--- config.mk ---
export PLATFORM = sky130hd
export DESIGN_NAME = cmp_match
export DESIGN_NICKNAME = d
export VERILOG_FILES = /design/src/include/cmp_match_pkg.sv /design/src/cmp_channel.sv /design/src/tag_tracker.sv /design/src/cmp_match.sv
export SDC_FILE = /design/constraint.sdc
export NUM_CORES = 1
export LEC_CHECK = 0
export BUFFER_PORTS_ARGS = -buffer_cell sky130_fd_sc_hd__buf_2
export CORE_ASPECT_RATIO = 2
export CORE_MARGIN = 2
export CORE_UTILIZATION = 51
export DETAILED_ROUTE_END_ITERATION = 10
export GPL_ROUTABILITY_DRIVEN = 0
export PLACE_DENSITY = 0.82
export RECOVER_POWER = 25
export REMOVE_ABC_BUFFERS = 1
export SETUP_SLACK_MARGIN = 0.1
export SLEW_MARGIN = 20
export SYNTH_ARGS = -nofsm -noshare
export SYNTH_HDL_FRONTEND = slang
export SYNTH_SLANG_ARGS = --single-unit
--- constraint.sdc ---
create_clock -name pclk -period 1.8 [get_ports pclk]
set_clock_uncertainty 0.05 [all_clocks]
set_input_delay 0.54 -clock pclk [delete_from_list [all_inputs] [get_ports pclk]]
set_output_delay 0.54 -clock pclk [all_outputs]
set_load 0.02 [all_outputs]
--- src/include/cmp_match_pkg.sv ---
// constants for the debug comparator match block
// assumes an apb slave with 32-bit data and a 40 mhz pclk
package cmp_match_pkg;
  // ----------------------------------------
  // register indices, byte address is index * 4
  // ----------------------------------------
  localparam logic [7:0] IDX_CTL = 8'h28;
  localparam logic [7:0] IDX_AH = 8'h29;
  localparam logic [7:0] IDX_AM = 8'h2a;
  localparam logic [7:0] IDX_AL = 8'h2b;
  localparam logic [7:0] IDX_DH = 8'h2c;
  localparam logic [7:0] IDX_DL = 8'h2d;
  localparam logic [7:0] IDX_DHM = 8'h2e;
  localparam logic [7:0] IDX_DLM = 8'h2f;
  localparam logic [7:0] IDX_DC1 = 8'h30;
  localparam logic [7:0] IDX_IST = 8'h31;
  localparam logic [7:0] IDX_IMSK = 8'h32;
  localparam int ADDR_W = 10;
  // ----------------------------------------
  // control bit positions
  // ----------------------------------------
  localparam int B_SZE = 7;
  localparam int B_SZ = 6;
  localparam int B_TAG = 5;
  localparam int B_BRK = 4;
  localparam int B_RW = 3;
  localparam int B_RWE = 2;
  localparam int B_NDB = 1;
  localparam int B_EN = 0;
  // debug_control_one: [1:0] window_select, 4 global_breakpoint_enable, 7 arm
  localparam int B_ARM = 7;
  localparam int B_GBRK = 4;
  localparam logic [7:0] CTL_RST = 8'h00;
  localparam logic [7:0] CTL_MASK_A = 8'hff;
  localparam logic [7:0] CTL_MASK_B = 8'hfd;
  localparam logic [7:0] CTL_MASK_C = 8'h3d;
  localparam logic [7:0] DC1_MASK = 8'h93;
  localparam int NCMP = 3;
  localparam int AW = 18;
  localparam int NEV = 4;
endpackage : cmp_match_pkg

--- src/cmp_channel.sv ---
// one comparator channel: untagged match test against the bus
// assumes bus signals synchronous to pclk
module cmp_channel #(
  parameter int AW = 18,
  parameter bit HAS_DATA = 1'b0
) (
  input wire logic [7:0] ctl,
  input wire logic [AW-1:0] ref_addr,
  input wire logic [15:0] ref_data,
  input wire logic [15:0] ref_mask,
  input wire logic [AW-1:0] bus_addr,
  input wire logic [15:0] bus_data,
  input wire logic bus_byte,
  input wire logic bus_read,
  input wire logic bus_valid,
  output logic hit
);
  import cmp_match_pkg::*;
  logic addr_ok, size_ok, dir_ok, data_ok, data_eq;
  // each enabled criterion must hold in the same cycle
  always_comb begin
    addr_ok = (bus_addr == ref_addr);
    size_ok = !ctl[B_SZE] || (ctl[B_SZ] == bus_byte);
    dir_ok = !ctl[B_RWE] || (ctl[B_RW] == bus_read);
    data_eq = ((bus_data ^ ref_data) & ref_mask) == 16'h0000;
    data_ok = !HAS_DATA || (data_eq ^ ctl[B_NDB]);
    hit = ctl[B_EN] && bus_valid && addr_ok && size_ok && dir_ok && data_ok;
  end
endmodule : cmp_channel

--- src/tag_tracker.sv ---
// tag tracker: remembers a tagged opcode fetch until re-arm or disable, also after it executes
// assumes fetch address and execute address come from the pipeline
module tag_tracker #(
  parameter int AW = 18
) (
  input wire logic pclk,
  input wire logic presetn,
  input wire logic arm_start,
  input wire logic enable,
  input wire logic [AW-1:0] ref_addr,
  input wire logic fetch_valid,
  input wire logic [AW-1:0] fetch_addr,
  input wire logic exec_valid,
  input wire logic [AW-1:0] exec_addr,
  output logic fire
);
  logic pend_q;
  // tag set on fetch match, fires when that opcode executes
  always_ff @(posedge pclk or negedge presetn) begin
    if (!presetn) begin
      pend_q <= 1'b0;
    end else if (arm_start || !enable) begin
      pend_q <= 1'b0;
    end else if (fetch_valid && fetch_addr == ref_addr) begin
      pend_q <= 1'b1;
    end
  end
  assign fire = enable && pend_q && exec_valid && exec_addr == ref_addr;
endmodule : tag_tracker

--- src/cmp_match.sv ---
// comparator match block of the debug unit with its apb register window
// assumes apb master on pclk, bus and pipeline signals synchronous to pclk
// Summary of operation
// control slot reads comparator a, b or c by window select 00/01/10
// control writes ignored while the debug unit is armed
// bit 7 enables size comparison on a and b, ignored when tagging
// bit 6 picks word (0) or byte (1), ignored if disabled or tagging
// bit 5 clear: immediate transition; set: transition when tagged opcode executes
// bit 4 set: match ends session at once, disarms, stops trace
// immediate breakpoint only when global breakpoint enable is set
// bit 2 enables direction check; bit 3 zero writes, one reads
// direction bits ignored while tagging
// comparator a bit 1 inverts the data criterion, ignored while tagging
// bit 0 enables the comparator; disabled gives no match
// window select maps a, b, c address registers; 11 shows none
// address high bits 1:0 give expected address bits 17 and 16
// address high always readable, written only when not armed
// address mid and low give bits 15:0, eighteen bits compared
// comparator a compares data only when its tag bit is clear
// data bit compared only where its mask bit is one
// untagged match needs all enabled criteria in one bus cycle
//
// The APB interface to the registers was chosen for this implementation.
module cmp_match (
  input wire logic pclk,
  input wire logic presetn,
  input wire logic psel,
  input wire logic penable,
  input wire logic pwrite,
  input wire logic [cmp_match_pkg::ADDR_W-1:0] paddr,
  input wire logic [31:0] pwdata,
  output logic [31:0] prdata,
  output logic pready,
  output logic pslverr,
  input wire logic [cmp_match_pkg::AW-1:0] bus_addr,
  input wire logic [15:0] bus_data,
  input wire logic bus_byte,
  input wire logic bus_read,
  input wire logic bus_valid,
  input wire logic exec_valid,
  input wire logic [cmp_match_pkg::AW-1:0] exec_addr,
  output logic [2:0] seq_match,
  output logic breakpoint,
  output logic trace_stop,
  output logic armed,
  output logic irq
);
  import cmp_match_pkg::*;

  // ----------------------------------------
  // register state
  // ----------------------------------------
  logic [7:0] ctl_q [NCMP];
  logic [AW-1:0] addr_q [NCMP];
  logic [15:0] data_q, mask_q;
  logic [7:0] dc1_q;
  logic [NEV-1:0] ist_q, imsk_q;
  logic [31:0] prdata_q;
  logic pready_q, pslverr_q;
  logic [2:0] seq_q;
  logic brk_q, tstop_q, irq_q;

  logic [1:0] wsel;
  logic arm_q, arm_start;
  logic acc, wr, rd;
  logic [7:0] wb;
  logic [NCMP-1:0] raw_hit, tag_hit, chan_hit;
  logic [7:0] ctl_sel;
  logic [AW-1:0] addr_sel;
  logic term;
  logic [NEV-1:0] ev;

  assign wsel = dc1_q[1:0];
  assign arm_q = dc1_q[B_ARM];
  assign wb = pwdata[7:0];
  // one-cycle answer: access phase is taken when pready is high
  assign acc = psel && penable && pready_q;
  assign wr = acc && pwrite;
  assign rd = acc && !pwrite;

  // byte index decode, word aligned
  function automatic logic [7:0] reg_idx(input logic [ADDR_W-1:0] a);
    reg_idx = a[ADDR_W-1:2];
  endfunction : reg_idx

  function automatic logic [7:0] ctl_mask(input int i);
    ctl_mask = (i == 0) ? CTL_MASK_A : ((i == 1) ? CTL_MASK_B : CTL_MASK_C);
  endfunction : ctl_mask

  // ----------------------------------------
  // comparator channels
  // ----------------------------------------
  genvar g;
  generate
    for (g = 0; g < NCMP; g++) begin : gen_ch
      cmp_channel #(.AW(AW), .HAS_DATA(g == 0)) u_ch (
        .ctl(ctl_q[g]),
        .ref_addr(addr_q[g]),
        .ref_data(data_q),
        .ref_mask(mask_q),
        .bus_addr(bus_addr),
        .bus_data(bus_data),
        .bus_byte(bus_byte),
        .bus_read(bus_read),
        .bus_valid(bus_valid),
        .hit(raw_hit[g])
      );
      tag_tracker #(.AW(AW)) u_tag (
        .pclk(pclk),
        .presetn(presetn),
        .arm_start(arm_start),
        .enable(arm_q && ctl_q[g][B_EN] && ctl_q[g][B_TAG]),
        .ref_addr(addr_q[g]),
        .fetch_valid(bus_valid && bus_read),
        .fetch_addr(bus_addr),
        .exec_valid(exec_valid),
        .exec_addr(exec_addr),
        .fire(tag_hit[g])
      );
      // tagged channel ignores size, direction and data
      assign chan_hit[g] = arm_q && (ctl_q[g][B_TAG] ? tag_hit[g] : raw_hit[g]);
    end
  endgenerate

  // session end on any match with immediate_session_end set
  always_comb begin
    term = 1'b0;
    for (int i = 0; i < NCMP; i++) begin
      term = term | (chan_hit[i] && ctl_q[i][B_BRK]);
    end
  end

  // ----------------------------------------
  // apb register writes
  // ----------------------------------------
  assign arm_start = wr && reg_idx(paddr) == IDX_DC1 && wb[B_ARM] && !arm_q;

  // comparator control and address registers, locked while armed
  always_ff @(posedge pclk or negedge presetn) begin
    if (!presetn) begin
      for (int i = 0; i < NCMP; i++) begin
        ctl_q[i] <= CTL_RST;
        addr_q[i] <= '0;
      end
      data_q <= 16'h0000;
      mask_q <= 16'h0000;
    end else if (wr && !arm_q && wsel != 2'b11) begin
      case (reg_idx(paddr))
        IDX_CTL: ctl_q[wsel] <= wb & ctl_mask(int'(wsel));
        IDX_AH: addr_q[wsel][17:16] <= wb[1:0];
        IDX_AM: addr_q[wsel][15:8] <= wb;
        IDX_AL: addr_q[wsel][7:0] <= wb;
        IDX_DH: if (wsel == 2'b00) data_q[15:8] <= wb;
        IDX_DL: if (wsel == 2'b00) data_q[7:0] <= wb;
        IDX_DHM: if (wsel == 2'b00) mask_q[15:8] <= wb;
        IDX_DLM: if (wsel == 2'b00) mask_q[7:0] <= wb;
        default: ;
      endcase
    end
  end

  // debug_control_one: session end clears arm
  always_ff @(posedge pclk or negedge presetn) begin
    if (!presetn) begin
      dc1_q <= 8'h00;
    end else begin
      if (wr && reg_idx(paddr) == IDX_DC1) begin
        dc1_q <= wb & DC1_MASK;
      end
      if (term) begin
        dc1_q[B_ARM] <= 1'b0;
      end
    end
  end

  // ----------------------------------------
  // session outputs
  // ----------------------------------------
  always_ff @(posedge pclk or negedge presetn) begin
    if (!presetn) begin
      seq_q <= 3'b000;
      brk_q <= 1'b0;
      tstop_q <= 1'b0;
    end else begin
      seq_q <= chan_hit;
      brk_q <= term && dc1_q[B_GBRK];
      tstop_q <= term;
    end
  end

  // ----------------------------------------
  // interrupts: per channel match and session end
  // ----------------------------------------
  assign ev = {term, chan_hit};

  // sticky status, write one to clear, set wins
  always_ff @(posedge pclk or negedge presetn) begin
    if (!presetn) begin
      ist_q <= '0;
      imsk_q <= '0;
    end else begin
      if (wr && reg_idx(paddr) == IDX_IMSK) begin
        imsk_q <= wb[NEV-1:0];
      end
      if (wr && reg_idx(paddr) == IDX_IST) begin
        ist_q <= (ist_q & ~wb[NEV-1:0]) | ev;
      end else begin
        ist_q <= ist_q | ev;
      end
    end
  end

  always_ff @(posedge pclk or negedge presetn) begin
    if (!presetn) begin
      irq_q <= 1'b0;
    end else begin
      irq_q <= |(ist_q & imsk_q);
    end
  end

  // ----------------------------------------
  // apb read path
  // ----------------------------------------
  always_comb begin
    ctl_sel = (wsel == 2'b11) ? 8'h00 : ctl_q[wsel];
    addr_sel = (wsel == 2'b11) ? '0 : addr_q[wsel];
  end

  // read data and no wait state per access
  always_ff @(posedge pclk or negedge presetn) begin
    if (!presetn) begin
      prdata_q <= 32'h0000_0000;
      pready_q <= 1'b0;
      pslverr_q <= 1'b0;
    end else begin
      pready_q <= psel && !penable;
      pslverr_q <= 1'b0;
      if (psel && !penable) begin
        prdata_q <= 32'h0000_0000;
        pslverr_q <= (paddr[1:0] != 2'b00) || (reg_idx(paddr) < IDX_CTL) ||
                     (reg_idx(paddr) > IDX_IMSK);
        case (reg_idx(paddr))
          IDX_CTL: prdata_q[7:0] <= ctl_sel;
          IDX_AH: prdata_q[1:0] <= addr_sel[17:16];
          IDX_AM: prdata_q[7:0] <= addr_sel[15:8];
          IDX_AL: prdata_q[7:0] <= addr_sel[7:0];
          IDX_DH: if (wsel == 2'b00) prdata_q[7:0] <= data_q[15:8];
          IDX_DL: if (wsel == 2'b00) prdata_q[7:0] <= data_q[7:0];
          IDX_DHM: if (wsel == 2'b00) prdata_q[7:0] <= mask_q[15:8];
          IDX_DLM: if (wsel == 2'b00) prdata_q[7:0] <= mask_q[7:0];
          IDX_DC1: prdata_q[7:0] <= dc1_q;
          IDX_IST: prdata_q[NEV-1:0] <= ist_q;
          IDX_IMSK: prdata_q[NEV-1:0] <= imsk_q;
          default: prdata_q <= 32'h0000_0000;
        endcase
      end
    end
  end

  assign prdata = prdata_q;
  assign pready = pready_q;
  assign pslverr = pslverr_q;
  assign seq_match = seq_q;
  assign breakpoint = brk_q;
  assign trace_stop = tstop_q;
  assign armed = arm_q;
  assign irq = irq_q;
endmodule : cmp_match

==> results.env <==
CRITICAL_PATH.CELL_CHAIN='xnor2_1, nand4_1, nor3_1, nand3_1, a21oi_4, o21ai_4, and3_4'
TRITONCTS_CLOCK_TREE='built'
POST-ROUTE-MIN-PERIOD_NS=2.589
CLKTRANSATPATHREGS_NS=0.07
FILLER_CELL_COUNT=838
POWER_PER_CELL_AREA_mW_PER_MM2=649.5
RSZ0062_AT_GRT='true'
TYPE_OF_THE_TIGHTEST_MIN_DELAY_CHECK='input port to flip-flop'
GRT_START_MAX_NET_PINS=44
CRITICAL_PATH_CLASS='flip-flop to flip-flop'
SETUP_TOTAL_NEG_SLACK_NS=-23.29
GRT_PASS1_WL_MM=51.45
NUMBER_OF_H_TREE_LEVELS=4
HPWL_MM=21.14
YS_DOMINANT_REG_CELL='sky130_fd_sc_hd__dfrtp_1'
CRIT_PATH_TOP_DELAY_CELL='sky130_fd_sc_hd__xnor2_1'
PERIOD_UTILIZATION_POST_ROUTE=1.438
SYNTH-ASYNC-RESET-RATIO=1.000
WORSTPATHREQUIRED_NS=2.10
GLOBALROUTETOTALUTIL=0.4142
POST_ROUTE_CELLS_DRIVE_ABOVE_1_SHARE=0.5538
FIN_CELLS=1252
IOS=144
SYNTH_AREA_MM2=0.008273
YS_WARN_COUNT=0
DIE_WIDTH_UM=94.06
STARTPOINT_TYPE='flip-flop'
ACHIEVABLE_FREQUENCY_MHz=386.3
SLEW_HEADROOM=0.4298
GRT_REMAINING_OVERFLOW=0
CLKSINKCOUNT=141
ANT_NETS=0
IO_BUFFER_COUNT=95
STATUS='complete, but fails checks'
PRECTSSETUPSLACK_NS=-0.6911
FLOORPLAN.INITIALDENSITY=0.5217
PLACE.DETAILED.INSTANCES=1183
YS_FF_LATCH=141
SLOWEST_DELAY_NS=0.63
VIAS_IN_THE_FIRST_GLOBAL_ROUTE=8668
WORST-ENDPOINT-ARRIVAL_NS=2.89
WIRE_PER_INST_UM=32.63
REMAINING_DRC_ERRORS=0
SYNTH.DISTINCT_CELLS=55
PLACEMENT_ROWS=65
ANTENNA-DIODE-COUNT=0
DRT_PASS1_ITERATIONS=6
SYNTH-EDFF-COUNT=0
COUNT_OF_MAX_CAP_CONSTRAINT_VIOLATIONS=0
SYN_INST=741
DIE-AREA_MM2=0.01732
POWER.IR.VDD_WORST_V=0.0007644
AREA_GROWTH_SYN_TO_LAYOUT_PCT=48.05
CELLLEAKAGEPOWER_nW=6.016
CTS.PATH.MAX_BUFFERS=2
DRT-INITIAL-DRC-COUNT=1106
CRITPATHMAXFANOUT=4
SEQ_AREA_FRAC_SYNTH=0.4265
SETUP_WS_NS=-0.7886
SYN_AREA_PER_CELL_UM2=11.16
TIGHTESTPINTRANSITION_NS=0.8496
WORSTSETUPENDPOINTTYPE='flip-flop'
CTS.ROOT.BUFFER_CELL='sky130_fd_sc_hd__clkbuf_16'
HOLD_VIOL=0
DETAILROUTE.VIA_COUNT=8645
NUM-NETS-FINAL=1141
DESIGN_POWER_TOTAL_mW=7.955
VIOLATIONS='setup timing'
INSERTION_DELAY_NS=0.46
GRT_ANTENNA_BEFORE_REPAIR=1
SETUP_VIOL=130
CTS_INSERTED_BUFFERS=17
REPORT.FINAL.SLEW_VIOL_COUNT=0
DIEHEIGHT_UM=184.1
CORE-AREA_MM2=0.01586
DETAIL_ROUTE.WIRELENGTH_MM=40.85
POST_DRT_VIA_CELL_RATIO=6.905
cells in the final DEF (no fill, tap or decap), types with 18 or more instances in the layout:
| cell | count |
|---|---|
| sky130_fd_sc_hd__xnor2_1 | 46 |
| sky130_fd_sc_hd__nand2_1 | 42 |
| sky130_fd_sc_hd__buf_2 | 91 |
| sky130_fd_sc_hd__nand4_1 | 18 |
| sky130_fd_sc_hd__buf_6 | 26 |
| sky130_fd_sc_hd__xor2_1 | 71 |
| sky130_fd_sc_hd__buf_4 | 171 |
| sky130_fd_sc_hd__clkbuf_16 | 18 |
| sky130_fd_sc_hd__mux2_4 | 32 |
| sky130_fd_sc_hd__mux2_2 | 81 |
| sky130_fd_sc_hd__mux2i_1 | 20 |
| sky130_fd_sc_hd__conb_1 | 24 |
| sky130_fd_sc_hd__dfrtp_1 | 138 |
synth_stat cells, types with 2 or more instances:
master,n,share of area
sky130_fd_sc_hd__a22o_1,3,0.0032
sky130_fd_sc_hd__a21oi_1,11,0.0067
sky130_fd_sc_hd__o211ai_1,6,0.0054
sky130_fd_sc_hd__nor3_1,8,0.0048
sky130_fd_sc_hd__a222oi_1,2,0.0024
sky130_fd_sc_hd__nand4b_1,2,0.0021
sky130_fd_sc_hd__a21o_1,2,0.0018
sky130_fd_sc_hd__and2_1,8,0.0060
sky130_fd_sc_hd__mux2i_1,28,0.034
sky130_fd_sc_hd__nand3b_1,2,0.0018
sky130_fd_sc_hd__nor2_1,20,0.0091
sky130_fd_sc_hd__nor3_2,2,0.0024
sky130_fd_sc_hd__o21ai_0,33,0.020
sky130_fd_sc_hd__nand2b_1,3,0.0023
sky130_fd_sc_hd__a221oi_1,7,0.0074
sky130_fd_sc_hd__nand2_1,56,0.025
sky130_fd_sc_hd__dfrtp_1,141,0.43
sky130_fd_sc_hd__xnor2_1,54,0.057
sky130_fd_sc_hd__buf_1,3,0.0014
sky130_fd_sc_hd__buf_4,24,0.022
sky130_fd_sc_hd__nand2_2,6,0.0045
sky130_fd_sc_hd__o22ai_1,7,0.0053
sky130_fd_sc_hd__a31oi_1,2,0.0015
sky130_fd_sc_hd__xor2_1,76,0.080
sky130_fd_sc_hd__clkbuf_1,17,0.0077
sky130_fd_sc_hd__nor2b_1,4,0.0030
sky130_fd_sc_hd__nand3_1,11,0.0067
sky130_fd_sc_hd__buf_2,10,0.0060
sky130_fd_sc_hd__nand4_1,18,0.014
sky130_fd_sc_hd__mux2_2,113,0.15
sky130_fd_sc_hd__a22oi_1,16,0.015
sky130_fd_sc_hd__and3_1,2,0.0015
sky130_fd_sc_hd__mux4_2,8,0.022
sky130_fd_sc_hd__nor4_1,13,0.0098
sky130_fd_sc_hd__inv_1,3,0.0014
report_power, final:
part / internal, mW / switching, mW / total [mW] / leakage (nW)
logic: 0.325 / 0.590 / 0.916 / 3.76
clock network: 2.24 / 1.61 / 3.85 / 0.298
registers: 3.18 / 0.00897 / 3.19 / 1.96
metrics by stage:
stage | util | hold WS (ns) | area, µm²
2_1_floorplan | - | 0.1944 | 8049
4_1_cts | 0.7213 | 0.3699 | 11440
5_1_grt | 0.7723 | 0.3758 | 12250
3_5_place_dp | 0.6462 | 0.3665 | 10250
3_3_place_gp | 0.6462 | 0.3639 | 10250
6_report | 0.7723 | 0.3509 | 12250
worst max-delay path: cells and delay by family (launching register included):
kind | cells | cell delay, ns
compound gates | 2 | 0.35
xor+xnor | 1 | 0.63
flops | 1 | 0.42
simple gates | 4 | 1.04
routing by layer:
metal / share of wire / vias up / track usage / wire length (µm)
met5: 0.00095 / - / 0.01543 / 39
li1: - / 3204 / - / -
met3: 0.13 / 435 / 0.1627 / 5231
met4: 0.14 / 4 / 0.4174 / 5669
met1: 0.28 / 4109 / 0.3932 / 11630
met2: 0.45 / 893 / 0.6474 / 18280
logic make-up (layout without fill, tap and decap cells):
logic type,after synthesis,in the layout,share of synthesized area
simple gates,164,164,0.1060
mux,150,150,0.2108
flops,141,141,0.4265
xor+xnor,130,130,0.1376
compound gates,97,97,0.07971
buf+inv,58,345,0.03887
other cells,1,24,0.0004533
state kept, by name, indices dropped and copies added, names as in the netlist, 3 cells and up:
signal and flops:
addr_q 54, ctl_q 24, data_q 16, mask_q 16
prdata 8, dc1_q 4, imsk_q 4, ist_q 4
gen_ch.u_tag.pend_q 3, seq_match 3
timing repair:
action / in CTS / in global routing
hold buffers: 1 / 0
setup buffers: 11 / 24
endpoints found under the hold margin: 19 / 0
resized for setup: 128 / 117
endpoints found under the setup margin: 134 / 139
pin swaps: 37 / 53
cloned: 0 / 1
path summary, 6_finish.rpt:
kind                             from    endpoint  slack (ns)  depth (start not counted)
setup reg to reg           addr_q[50]    dc1_q[7]       -0.79                          7
hold / removal               paddr[1]     pslverr        0.35                          3
hold reg to reg             prdata[1]   prdata[1]        0.50                          2
max in group asynchronous     presetn   addr_q[1]        0.08                          3
setup / recovery           addr_q[50]    dc1_q[7]       -0.79                          7
min in group asynchronous     presetn  addr_q[32]        0.60                          2
area by class of cell:
cell class	count	area (µm²)	area share
Inverter	3	11.26	0.0009194
Multi-Input combinational cell	565	5423	0.4427
Clock inverter	14	183.9	0.01502
Sequential cell	141	3532	0.2884
Timing Repair Buffer	310	2407	0.1965
Clock buffer	18	439.2	0.03586
Tap cell	201	251.5	0.02053
(Power assumes the default switching activity.)
